$ cat src/design/shift4_pkg.sv
// shared constants and carrier types for the 4-bit parallel-access register
// assumes a single 100 MHz clock domain; no register bus
package shift4_pkg;

    localparam int          STAGE_COUNT = 4;
    localparam logic [3:0]  STAGES_RESET = 4'h0;
    localparam logic        MODE_LOAD = 1'b0;
    localparam logic        MODE_SHIFT = 1'b1;
    localparam int          BUF_DEPTH = 2;

    // one word of register state: stages a..d and the inverted last stage
    typedef struct packed {
        logic [3:0] stages;   // bit 0 = stage a, bit 3 = stage d
        logic       d_inv;
    } word_type;

endpackage : shift4_pkg

$ cat src/design/shift4_reg.sv
// 4-bit parallel-access shift register with jk-bar first stage
// assumes inputs synchronous to clk_i; snapshots go out through a buffer
`timescale 1ns/1ps
`default_nettype none
module shift4_reg (
    input  wire logic       clk_i,
    input  wire logic       reset_n_i,
    input  wire logic       clear_n_i,
    input  wire logic       shift_load_i,
    input  wire logic       serial_j_i,
    input  wire logic       serial_k_n_i,
    input  wire logic       parallel_in_0,
    input  wire logic       parallel_in_1,
    input  wire logic       parallel_in_2,
    input  wire logic       parallel_in_3,
    output logic            stage_a_out,
    output logic            stage_b_out,
    output logic            stage_c_out,
    output logic            stage_d_out,
    output logic            stage_d_inv_o,
    output logic [4:0]      snap_data_o,
    output logic            snap_valid_o,
    input  wire logic       snap_ready_i,
    output logic            snap_stall_o
);
    // ********************************************************
    // stage update
    // ********************************************************
    logic [3:0] stages_q;
    logic [3:0] stages_d;
    logic       d_inv_q;
    logic       first_d;
    logic       clear_n;

    // clear is folded into the async reset so it overrides the clock
    assign clear_n = reset_n_i && clear_n_i;

    // first stage behaves as jk-bar: j=0,kb=1 hold; 00 low; 11 high; 10 flip
    function automatic logic jk_next(input logic j, input logic kb,
                                     input logic q);
        jk_next = (j & ~q) | (kb & q);
    endfunction : jk_next

    // next state: load ignores j/k entirely
    always_comb begin
        first_d = jk_next(serial_j_i, serial_k_n_i, stages_q[0]);
        if (shift_load_i == shift4_pkg::MODE_LOAD) begin
            stages_d = {parallel_in_3, parallel_in_2,
                        parallel_in_1, parallel_in_0};
        end else begin
            stages_d = {stages_q[2:0], first_d};
        end
    end

    // stages and inverse update on the rising edge, or at once when clear goes low
    always_ff @(posedge clk_i or negedge clear_n) begin
        if (!clear_n) begin
            stages_q <= shift4_pkg::STAGES_RESET;
            d_inv_q  <= 1'b1;
        end else begin
            stages_q <= stages_d;
            d_inv_q  <= ~stages_d[3];
        end
    end

    assign stage_a_out = stages_q[0];
    assign stage_b_out = stages_q[1];
    assign stage_c_out = stages_q[2];
    assign stage_d_out = stages_q[3];
    assign stage_d_inv_o = d_inv_q;

    // ********************************************************
    // snapshot stream
    // ********************************************************
    // each clocked state is offered downstream unless the buffer is full, when it is skipped;
    // the stall flag tells the source, a word is never overwritten
    shift4_pkg::word_type word_in;
    logic [4:0]           buf_data;
    logic                 buf_valid;
    logic                 buf_in_ready;
    logic                 snap_push_q;
    logic [4:0]           snap_word_q;
    logic                 stall_q;
    logic                 buf_out_ready;

    assign word_in.stages = stages_q;
    assign word_in.d_inv = d_inv_q;

    // hold a pending word until the buffer accepts it
    always_ff @(posedge clk_i or negedge reset_n_i) begin
        if (!reset_n_i) begin
            snap_push_q <= 1'b0;
            snap_word_q <= 5'h00;
            stall_q     <= 1'b0;
        end else begin
            if (!snap_push_q || buf_in_ready) begin
                snap_push_q <= 1'b1;
                snap_word_q <= word_in;
            end
            stall_q <= !buf_in_ready;
        end
    end

    skid_buffer #(
        .WIDTH (5),
        .DEPTH (shift4_pkg::BUF_DEPTH)
    ) u_buf (
        .clk_i       (clk_i),
        .reset_n_i   (reset_n_i),
        .in_data_i   (snap_word_q),
        .in_valid_i  (snap_push_q),
        .in_ready_o  (buf_in_ready),
        .out_data_o  (buf_data),
        .out_valid_o (buf_valid),
        .out_ready_i (buf_out_ready)
    );

    // registered output stage; takes a word when empty or draining
    logic [4:0] out_data_q;
    logic       out_valid_q;
    assign buf_out_ready = !out_valid_q || snap_ready_i;

    always_ff @(posedge clk_i or negedge reset_n_i) begin
        if (!reset_n_i) begin
            out_data_q  <= 5'h00;
            out_valid_q <= 1'b0;
        end else if (buf_out_ready) begin
            out_data_q  <= buf_data;
            out_valid_q <= buf_valid;
        end
    end

    assign snap_data_o = out_data_q;
    assign snap_valid_o = out_valid_q;
    assign snap_stall_o = stall_q;

    // ********************************************************
    // checks
    // ********************************************************
    // clear is sampled at the edge as well: an edge that still sees clear
    // low leaves the stages cleared even though clear rises right after
    clear_forces_a: assert property (
        @(posedge clk_i) disable iff (!reset_n_i)
        !clear_n_i |-> (stages_q == 4'h0) && d_inv_q)
        else $error("clear did not force stages");
    load_parallel_a: assert property (
        @(posedge clk_i) disable iff (!clear_n)
        clear_n && !shift_load_i |=> stages_q == $past({parallel_in_3,
        parallel_in_2, parallel_in_1, parallel_in_0}))
        else $error("parallel load mismatch");
    load_inverse_a: assert property (
        @(posedge clk_i) disable iff (!clear_n)
        clear_n && !shift_load_i |=> d_inv_q == !$past(parallel_in_3))
        else $error("load inverse wrong");
    load_ignore_a: assert property (
        @(posedge clk_i) disable iff (!clear_n)
        clear_n && !shift_load_i && !serial_j_i && !serial_k_n_i
        && parallel_in_0 |=> stages_q[0])
        else $error("serial input leaked into load");
    load_block_a: assert property (
        @(posedge clk_i) disable iff (!clear_n)
        clear_n && !shift_load_i && serial_j_i && serial_k_n_i
        && !parallel_in_0 |=> !stages_q[0])
        else $error("serial set leaked into load");
    shift_move_a: assert property (
        @(posedge clk_i) disable iff (!clear_n)
        clear_n && shift_load_i |=> stages_q[3:1] == $past(stages_q[2:0]))
        else $error("shift path wrong");
    shift_inverse_a: assert property (
        @(posedge clk_i) disable iff (!clear_n)
        clear_n && shift_load_i |=> d_inv_q == !$past(stages_q[2]))
        else $error("shift inverse wrong");
    // equal inputs give their level; unequal ones hold (j low) or flip
    jk_first_a: assert property (
        @(posedge clk_i) disable iff (!clear_n)
        clear_n && shift_load_i |=> stages_q[0] == (($past(serial_j_i)
        == $past(serial_k_n_i)) ? $past(serial_j_i)
        : ($past(stages_q[0]) ^ $past(serial_j_i))))
        else $error("first stage jk wrong");
    inverse_track_a: assert property (
        @(posedge clk_i) disable iff (!clear_n)
        ##1 d_inv_q == ~stages_q[3])
        else $error("inverse output wrong");
    hold_steady_a: assert property (
        @(posedge clk_i) disable iff (!clear_n)
        clear_n && shift_load_i && !serial_j_i && serial_k_n_i
        |=> stages_q[0] == $past(stages_q[0]))
        else $error("stage a did not hold");

    // stream checks follow reset only; clear just changes the words
    buf_order_a: assert property (
        @(posedge clk_i) disable iff (!reset_n_i)
        snap_valid_o && !snap_ready_i |=> snap_valid_o
        && $stable(snap_data_o))
        else $error("output word dropped under stall");
    pending_hold_a: assert property (
        @(posedge clk_i) disable iff (!reset_n_i)
        snap_push_q && !buf_in_ready |=> $stable(snap_word_q))
        else $error("pending word overwritten");
    stall_flag_a: assert property (
        @(posedge clk_i) disable iff (!reset_n_i)
        1'b1 |=> snap_stall_o == !$past(buf_in_ready))
        else $error("stall flag wrong");
    word_pair_a: assert property (
        @(posedge clk_i) disable iff (!reset_n_i)
        snap_valid_o |-> snap_data_o[0] == !snap_data_o[4])
        else $error("output word inconsistent");

    load_c: cover property (@(posedge clk_i) !shift_load_i);
    toggle_c: cover property (@(posedge clk_i)
        shift_load_i && serial_j_i && !serial_k_n_i);
    stall_c: cover property (@(posedge clk_i) snap_stall_o);
    clear_mid_c: cover property (@(posedge clk_i) reset_n_i && !clear_n_i);
    stall_end_c: cover property (@(posedge clk_i)
        snap_stall_o ##1 !snap_stall_o);
endmodule : shift4_reg
`default_nettype wire

$ cat src/design/skid_buffer.sv
// two-entry buffer with valid and ready on both sides
// assumes one clock; the drain side may stall freely
`timescale 1ns/1ps
`default_nettype none
module skid_buffer #(
    parameter int WIDTH = 5,
    parameter int DEPTH = 2
) (
    input  wire logic             clk_i,
    input  wire logic             reset_n_i,
    input  wire logic [WIDTH-1:0] in_data_i,
    input  wire logic             in_valid_i,
    output logic                  in_ready_o,
    output logic [WIDTH-1:0]      out_data_o,
    output logic                  out_valid_o,
    input  wire logic             out_ready_i
);
    logic [WIDTH-1:0] mem_q [DEPTH];
    logic             wr_q;
    logic             rd_q;
    logic [1:0]       cnt_q;
    logic             push;
    logic             pop;

    assign push = in_valid_i && (cnt_q != 2'(DEPTH));
    assign pop = out_valid_o && out_ready_i;
    assign in_ready_o = (cnt_q != 2'(DEPTH));
    assign out_valid_o = (cnt_q != 2'h0);
    assign out_data_o = mem_q[rd_q];

    // storage writes; pointers wrap on a depth of two
    always_ff @(posedge clk_i) begin
        if (push) begin
            mem_q[wr_q] <= in_data_i;
        end
    end

    // pointers and occupancy
    always_ff @(posedge clk_i or negedge reset_n_i) begin
        if (!reset_n_i) begin
            wr_q  <= 1'b0;
            rd_q  <= 1'b0;
            cnt_q <= 2'h0;
        end else begin
            if (push) begin
                wr_q <= ~wr_q;
            end
            if (pop) begin
                rd_q <= ~rd_q;
            end
            cnt_q <= cnt_q + 2'(push) - 2'(pop);
        end
    end
endmodule : skid_buffer
`default_nettype wire

$ cat config.mk
export PLATFORM = sky130hd
export DESIGN_NAME = shift4_reg
export DESIGN_NICKNAME = d
export VERILOG_FILES = /design/src/design/shift4_pkg.sv /design/src/design/shift4_reg.sv /design/src/design/skid_buffer.sv
export SDC_FILE = /design/constraint.sdc
export NUM_CORES = 1
export LEC_CHECK = 0
export ABC_AREA = 1
export BUFFER_PORTS_ARGS = -buffer_cell sky130_fd_sc_hd__buf_2
export CAP_MARGIN = 20
export CORE_MARGIN = 2
export CORE_UTILIZATION = 50
export CTS_CLUSTER_SIZE = 12
export DETAILED_ROUTE_END_ITERATION = 10
export HOLD_SLACK_MARGIN = 0.02
export PLACE_DENSITY = 0.72
export SETUP_SLACK_MARGIN = 0.15
export SYNTH_ARGS = -nofsm -noshare
export SYNTH_HDL_FRONTEND = slang
export SYNTH_SLANG_ARGS = --single-unit
$ cat constraint.sdc
create_clock -name clk_i -period 1.5 [get_ports clk_i]
set_input_delay 0.225 -clock clk_i [delete_from_list [all_inputs] [get_ports clk_i]]
set_output_delay 0.225 -clock clk_i [all_outputs]
set_load 0.02 [all_outputs]
-- Word level (Yosys, flattened, before mapping)
Memories as Yosys holds them, arrays and structs flattened. A register that Yosys moved wholly into a read port is not among the register bits.
Index checks and enable logic that the tools add are counted.
- add/sub/neg operators: 2
- reductions and logical operators: 10
- muxes and demuxes: 3
- equal/unequal tests: 1
- div/mod/pow operators: 0
- multiply operators: 0
- shift-type cells: 0
- bitwise logic cells: 7
- magnitude comparators: 0
- operators by type and width (operator ; count):
    1-bit zero test ; 4
    4-bit two-way mux ; 1
    1-bit inverter ; 4
    1-bit logical AND ; 3
    2-bit by 1-bit adder with 2-bit output ; 1
    1-bit bitwise AND ; 2
    1-bit logical OR ; 2
    1-bit two-way mux ; 2
    2-bit inequality test, second input constant ; 1
    2-bit nonzero test ; 1
    2-bit by 1-bit subtractor with 2-bit output ; 1
    1-bit bitwise OR ; 1
- memories kept: 1
- bits of input ports: 11
- bits in latches: 0
- bits in registers: 17
- logic and storage cells: 33
- bits in read-only memories: 0
- memory bits (writable): 10
- memories (name ; depth ; bits a word ; read ports ; clocked after memory_dff ; wr ports ; line ; source):
    u_buf.mem_q ; 2 ; 5 ; 1 ; 1 ; 1 ; skid_buffer.sv:18 ; logic [WIDTH-1:0] mem_q [DEPTH];

-- Logic depth before layout (Yosys ltp)
- depth after elaboration: 5
- mapped depth: 11
- mapped depth without buffers: 10

-- By module
Synthesis repeated with hierarchy kept, for this count alone.
- cell total of the unflattened synthesis: 132
- area total of the unflattened synthesis: 1285.0 µm²
- by module, submodules not included (module ; area an instance (µm²) ; cells an instance ; sequential area each (µm²) ; instances):
    shift4_reg ; 691.9 ; 75 ; 451.7 ; 1
    skid_buffer ; 593.1 ; 57 ; 400.4 ; 1

-- Least setup slack after synthesis
No wires, ideal clock.
- path type: flip-flop to flip-flop
- from: register out_valid_q, in the netlist snap_valid_o
- to: register u_buf.cnt_q[1]
- setup time: 0.116 ns
- arrival: 1.291 ns
- setup slack: 0.093 ns
- data required time: 1.384 ns
- stages on the path, launching flop included: 10
- cell sequence: dfrtp_1 > nand2_4 > nand2_2 > inv_1 > ha_1 > inv_1 > ha_1 > inv_1 > nand2_1 > nand2_1
- word-level cells in the longest chain between the ends: 4
- ends and longest elaborated chain (item ; line ; source):
    start: declaration ; shift4_reg.sv:120 ; logic out_valid_q;
    start signal: assignment ; shift4_reg.sv:129 ; out_valid_q <= buf_valid;
    1-bit zero test ; shift4_reg.sv:121 ; assign buf_out_ready = !out_valid_q || snap_ready_i;
    1-bit logical OR ; shift4_reg.sv:121 ;
    1-bit logical AND ; skid_buffer.sv:26 ; assign pop = out_valid_o && out_ready_i;
    via u_buf.pop ; skid_buffer.sv:23 ; logic pop;
    2-bit by 1-bit subtractor with 2-bit output ; skid_buffer.sv:51 ; cnt_q <= cnt_q + 2'(push) - 2'(pop);
    end signal: assignment ; skid_buffer.sv:51 ;
    end: declaration ; skid_buffer.sv:21 ; logic [1:0] cnt_q;
The timed path passes the listed nets, and every way through them passes these cells.
A chain may end at the register's enable or synchronous reset.

-- Final worst setup path
- from: register u_buf.cnt_q[1]
- to: register u_buf.cnt_q[1]
- elaborated cells between the ends (all ways): 6
- RTL lines (item ; line ; source):
    2-bit nonzero test ; skid_buffer.sv:28 ; assign out_valid_o = (cnt_q != 2'h0);
    1-bit logical AND ; skid_buffer.sv:26 ;
    via u_buf.pop ; skid_buffer.sv:23 ;
    2-bit by 1-bit subtractor with 2-bit output ; skid_buffer.sv:51 ;
The timed path passes the listed nets, and every way through them passes these cells.

==> run metrics <==
Area Growth Syn to Fin 19.91%; Synth top area share between 30% and 40%; Psw between 1000 and 1500 uW; most common cell after layout, fill and taps aside nand2_1; count of cell types in the netlist 17; Sw Share between 30% and 40%; Yosys reg bits 32; Skew-Pair Late Insertion Delay around 0.32 ns; post-layout min period around 1.3 ns; Slowest-stage cell, CP dfrtp_1; CTS sink cnt 32; Leakage between 0.0008 and 0.0009 uW; largest family of logic cells by synthesized area simple AND/OR/NAND/NOR gates; r2r startpoint u_buf.cnt_q[1]; critical path depth 9; status finished, final reports clean; I/O Buffers 22; Num CTS Buffers 5; synth top area cells dfrtp_1, edfxtp_1, nand2_1, inv_1, nand3_1; DR vias/cell approximately 4.6; worst slack at placement between 0.1 and 0.15 ns; setup tns final 0 ns; Crit path max-delay family flip-flops; CTS tree done; Highest Clock Rate between 700 and 800 MHz; Max-cap violations 0; met3 GRT Util under 10%; Comb power frac between 30% and 40%; share of cells above drive strength 1 27.43%; met2 Track Usage GR between 20% and 30%; worst reg-to-reg setup slack between 0.2 and 0.25 ns; H-tree Lvls 2; Most Crowded Layer GR met2; period utilization between 80% and 90%; Final #Nets around 190; Synth Area in Simple Gates 24.13%; die height about 56 microns; Synth Area in XOR/XNOR 0%; Core Region about 2500 sq um; Seq/Total Area, Yosys a little under two thirds; ant diodes 0; Fillers roughly 200; hold wc startpoint parallel_in_2; wire length per cell 10.84 microns; crit path cell chain inv_2 > nand2_2 > nand2_2 > inv_2 > ha_4 > inv_2 > ha_4 > nand3_1 > nand2_1; skew final between 0.007 and 0.008 ns; First-pass DRT Iterations 4; Iteration-0 DRC Markers 19; Bufs and invs on worst path 3; final setup margin approximately 0.21 ns; Compound-Gate Fraction of Synth Area 0.3756%; GRT overflow 0; global-route wire length before repair between 3000 and 4000 microns; antenna viol nets, final 0; largest net degree at the start of global routing 12; Die X 55.63 microns; mux cell area share after synthesis 0%; Max Slew Vio Count 0; sequential cell area 853.3 sq um; wire length after detailed routing between 2000 and 2500 microns; Crit Path Max Fanout 2; clock tree buffer depth 2; VDD IR-drop max roughly 1.1 mV; Crit. End Element register; Rows 18; cells on worst reg2reg path 9; RSZ-0062 raised after global routing false; Total Routing Usage GR 16.22%; Initial Util ~53%; HP Class primary input to register; Slowest Stage Delay on Critical Path ~0.4 ns; DP HPWL around 1600 microns; Root Buffer Master clkbuf_4; synth warn 0; Cell Int Power ~1800 uW; clock share of power about 16%; Setup violations, final 0; GP Congestion 0.7129; I/O Pins 23; pwr/cell area between 1500 and 2000 nW/um^2; Adder-Cell Fraction of Synth Area under 10%; Post-Syn Nets roughly 150; synthesized area approximately 1300 sq um; DRC Markers 0; Hold Violations, Final 0; via count between 900 and 1000; die area a little over 3000 sq um; met1 usage about 18%; critical path endpoint u_buf.cnt_q[1]; CP arrival 1.51 ns; Multi-input gate area around 380 sq um; Mapped Avg Cell Area 9.518 sq um; Post-Synthesis Cells 140; Critical Path Most Common Cell inv_2; CP Class register to register; RR Endpoint u_buf.cnt_q[1]; initial antenna violation count 0; vias in the first global route between 900 and 1000; Worst EP required around 1.7 ns; Worst Setup SP u_buf.cnt_q[1]; startpoint class of the critical path register; Synth area leader dfrtp_1; Seq pwr share 46.3%; Clock transition at path regs 0.09 ns; most frequent cells in the layout nand2_1, inv_1, buf_2
==> cell usage after synthesis <==
cell,count
dfrtp_1,21
buf_2,1
o21ai_0,1
nand2_1,52
nand2_2,4
nand2_4,1
dfstp_2,1
inv_2,3
edfxtp_1,10
conb_1,1
nand3_2,1
inv_1,26
ha_1,2
buf_6,1
nor2_1,1
nand3_1,9
nand4_1,5
==> layout make-up <==
cell class / instances / area share (%)
Inverter: 29 / 6.813
Timing Repair Buffer: 29 / 10.49
Sequential cell: 32 / 53.41
Tap cell: 30 / 2.349
Clock buffer: 7 / 2.819
Multi-Input combinational cell: 77 / 23.81
Clock inverter: 1 / 0.3132
==> per-stage QoR <==
| step | total power (uW) | cells | cell area (sq um) | util, % | hold WS, ns |
|---|---|---|---|---|---|
| 2_1_floorplan | 2105 | 140 | 1346 | - | -0.07059 |
| 3_3_place_gp | 2363 | 194 | 1508 | 60.31 | 0.07735 |
| 3_5_place_dp | 2419 | 194 | 1508 | 60.31 | 0.08008 |
| 4_1_cts | 2902 | 204 | 1578 | 63.11 | 0.08386 |
| 5_1_grt | 3170 | 205 | 1598 | 63.91 | 0.09603 |
| 6_report | 2932 | 205 | 1598 | 63.91 | 0.1003 |
==> worst register-to-register path: cells and delay by family, from the launching register on <==
| family | cells | cell delay (ns) |
|---|---|---|
| flip-flops | 1 | 0.40 |
| adder cells (fa/ha/maj) | 2 | 0.40 |
| buffers and inverters | 3 | 0.16 |
| AND/OR/NAND/NOR | 4 | 0.24 |
==> power groups by stage <==
stage          sequential [uW]  clock [uW]  combinational [uW]
2_1_floorplan             1490           0                 619
3_3_place_gp              1360           0                1000
3_5_place_dp              1380           0                1040
4_1_cts                   1360         481                1060
5_1_grt                   1390         528                1250
6_report                  1360         461                1110
==> state kept, by name, summed over array words and instances (netlist names) <==
register	cells
stages_q	4
snap_word_q	5
snap_push_q	1
snap_stall_o	1
u_buf.rd_q	1
snap_valid_o	1
u_buf.wr_q	1
u_buf.cnt_q	2
u_buf.mem_q	10
snap_data_o	5
stage_d_inv_o	1
==> timing repair <==
| action | CTS | global route |
|---|---|---|
| setup endpoints to repair | 1 | 1 |
| endpoints found under the hold margin | 22 | 0 |
| setup buffers | 0 | 1 |
| hold buffers | 2 | 0 |
| resized for setup | 1 | 2 |
| pin swaps | 0 | 1 |
==> routing by layer <==
metal | part of all wire, % | vias to the layer above
li1 | - | 495
met1 | 43 | 417
met2 | 50 | 26
met3 | 5.4 | 5
met4 | 1.7 | 0
met5 | 0 | -
==> logic make-up after synthesis <==
| logic type | Yosys count |
|---|---|
| adder cells (fa/ha/maj) | 2 |
| buffers and inverters | 31 |
| AND/OR/NAND/NOR | 73 |
| flip-flops | 32 |
| other | 1 |
| AO/OA/AOI/OAI | 1 |
==> worst min-delay path by stage <==
stage / endpoint / slack [ns] / depth (start not counted)
floorplan: snap_data_o[0] / -0.07 / 0
global placement: snap_data_o[4] / 0.08 / 1
detailed placement: snap_data_o[4] / 0.08 / 1
CTS: stages_q[2] / 0.08 / 3
global route: stages_q[2] / 0.1 / 3
finish: stages_q[2] / 0.10 / 3
No activity file was read; power rests on OpenSTA's default activity.
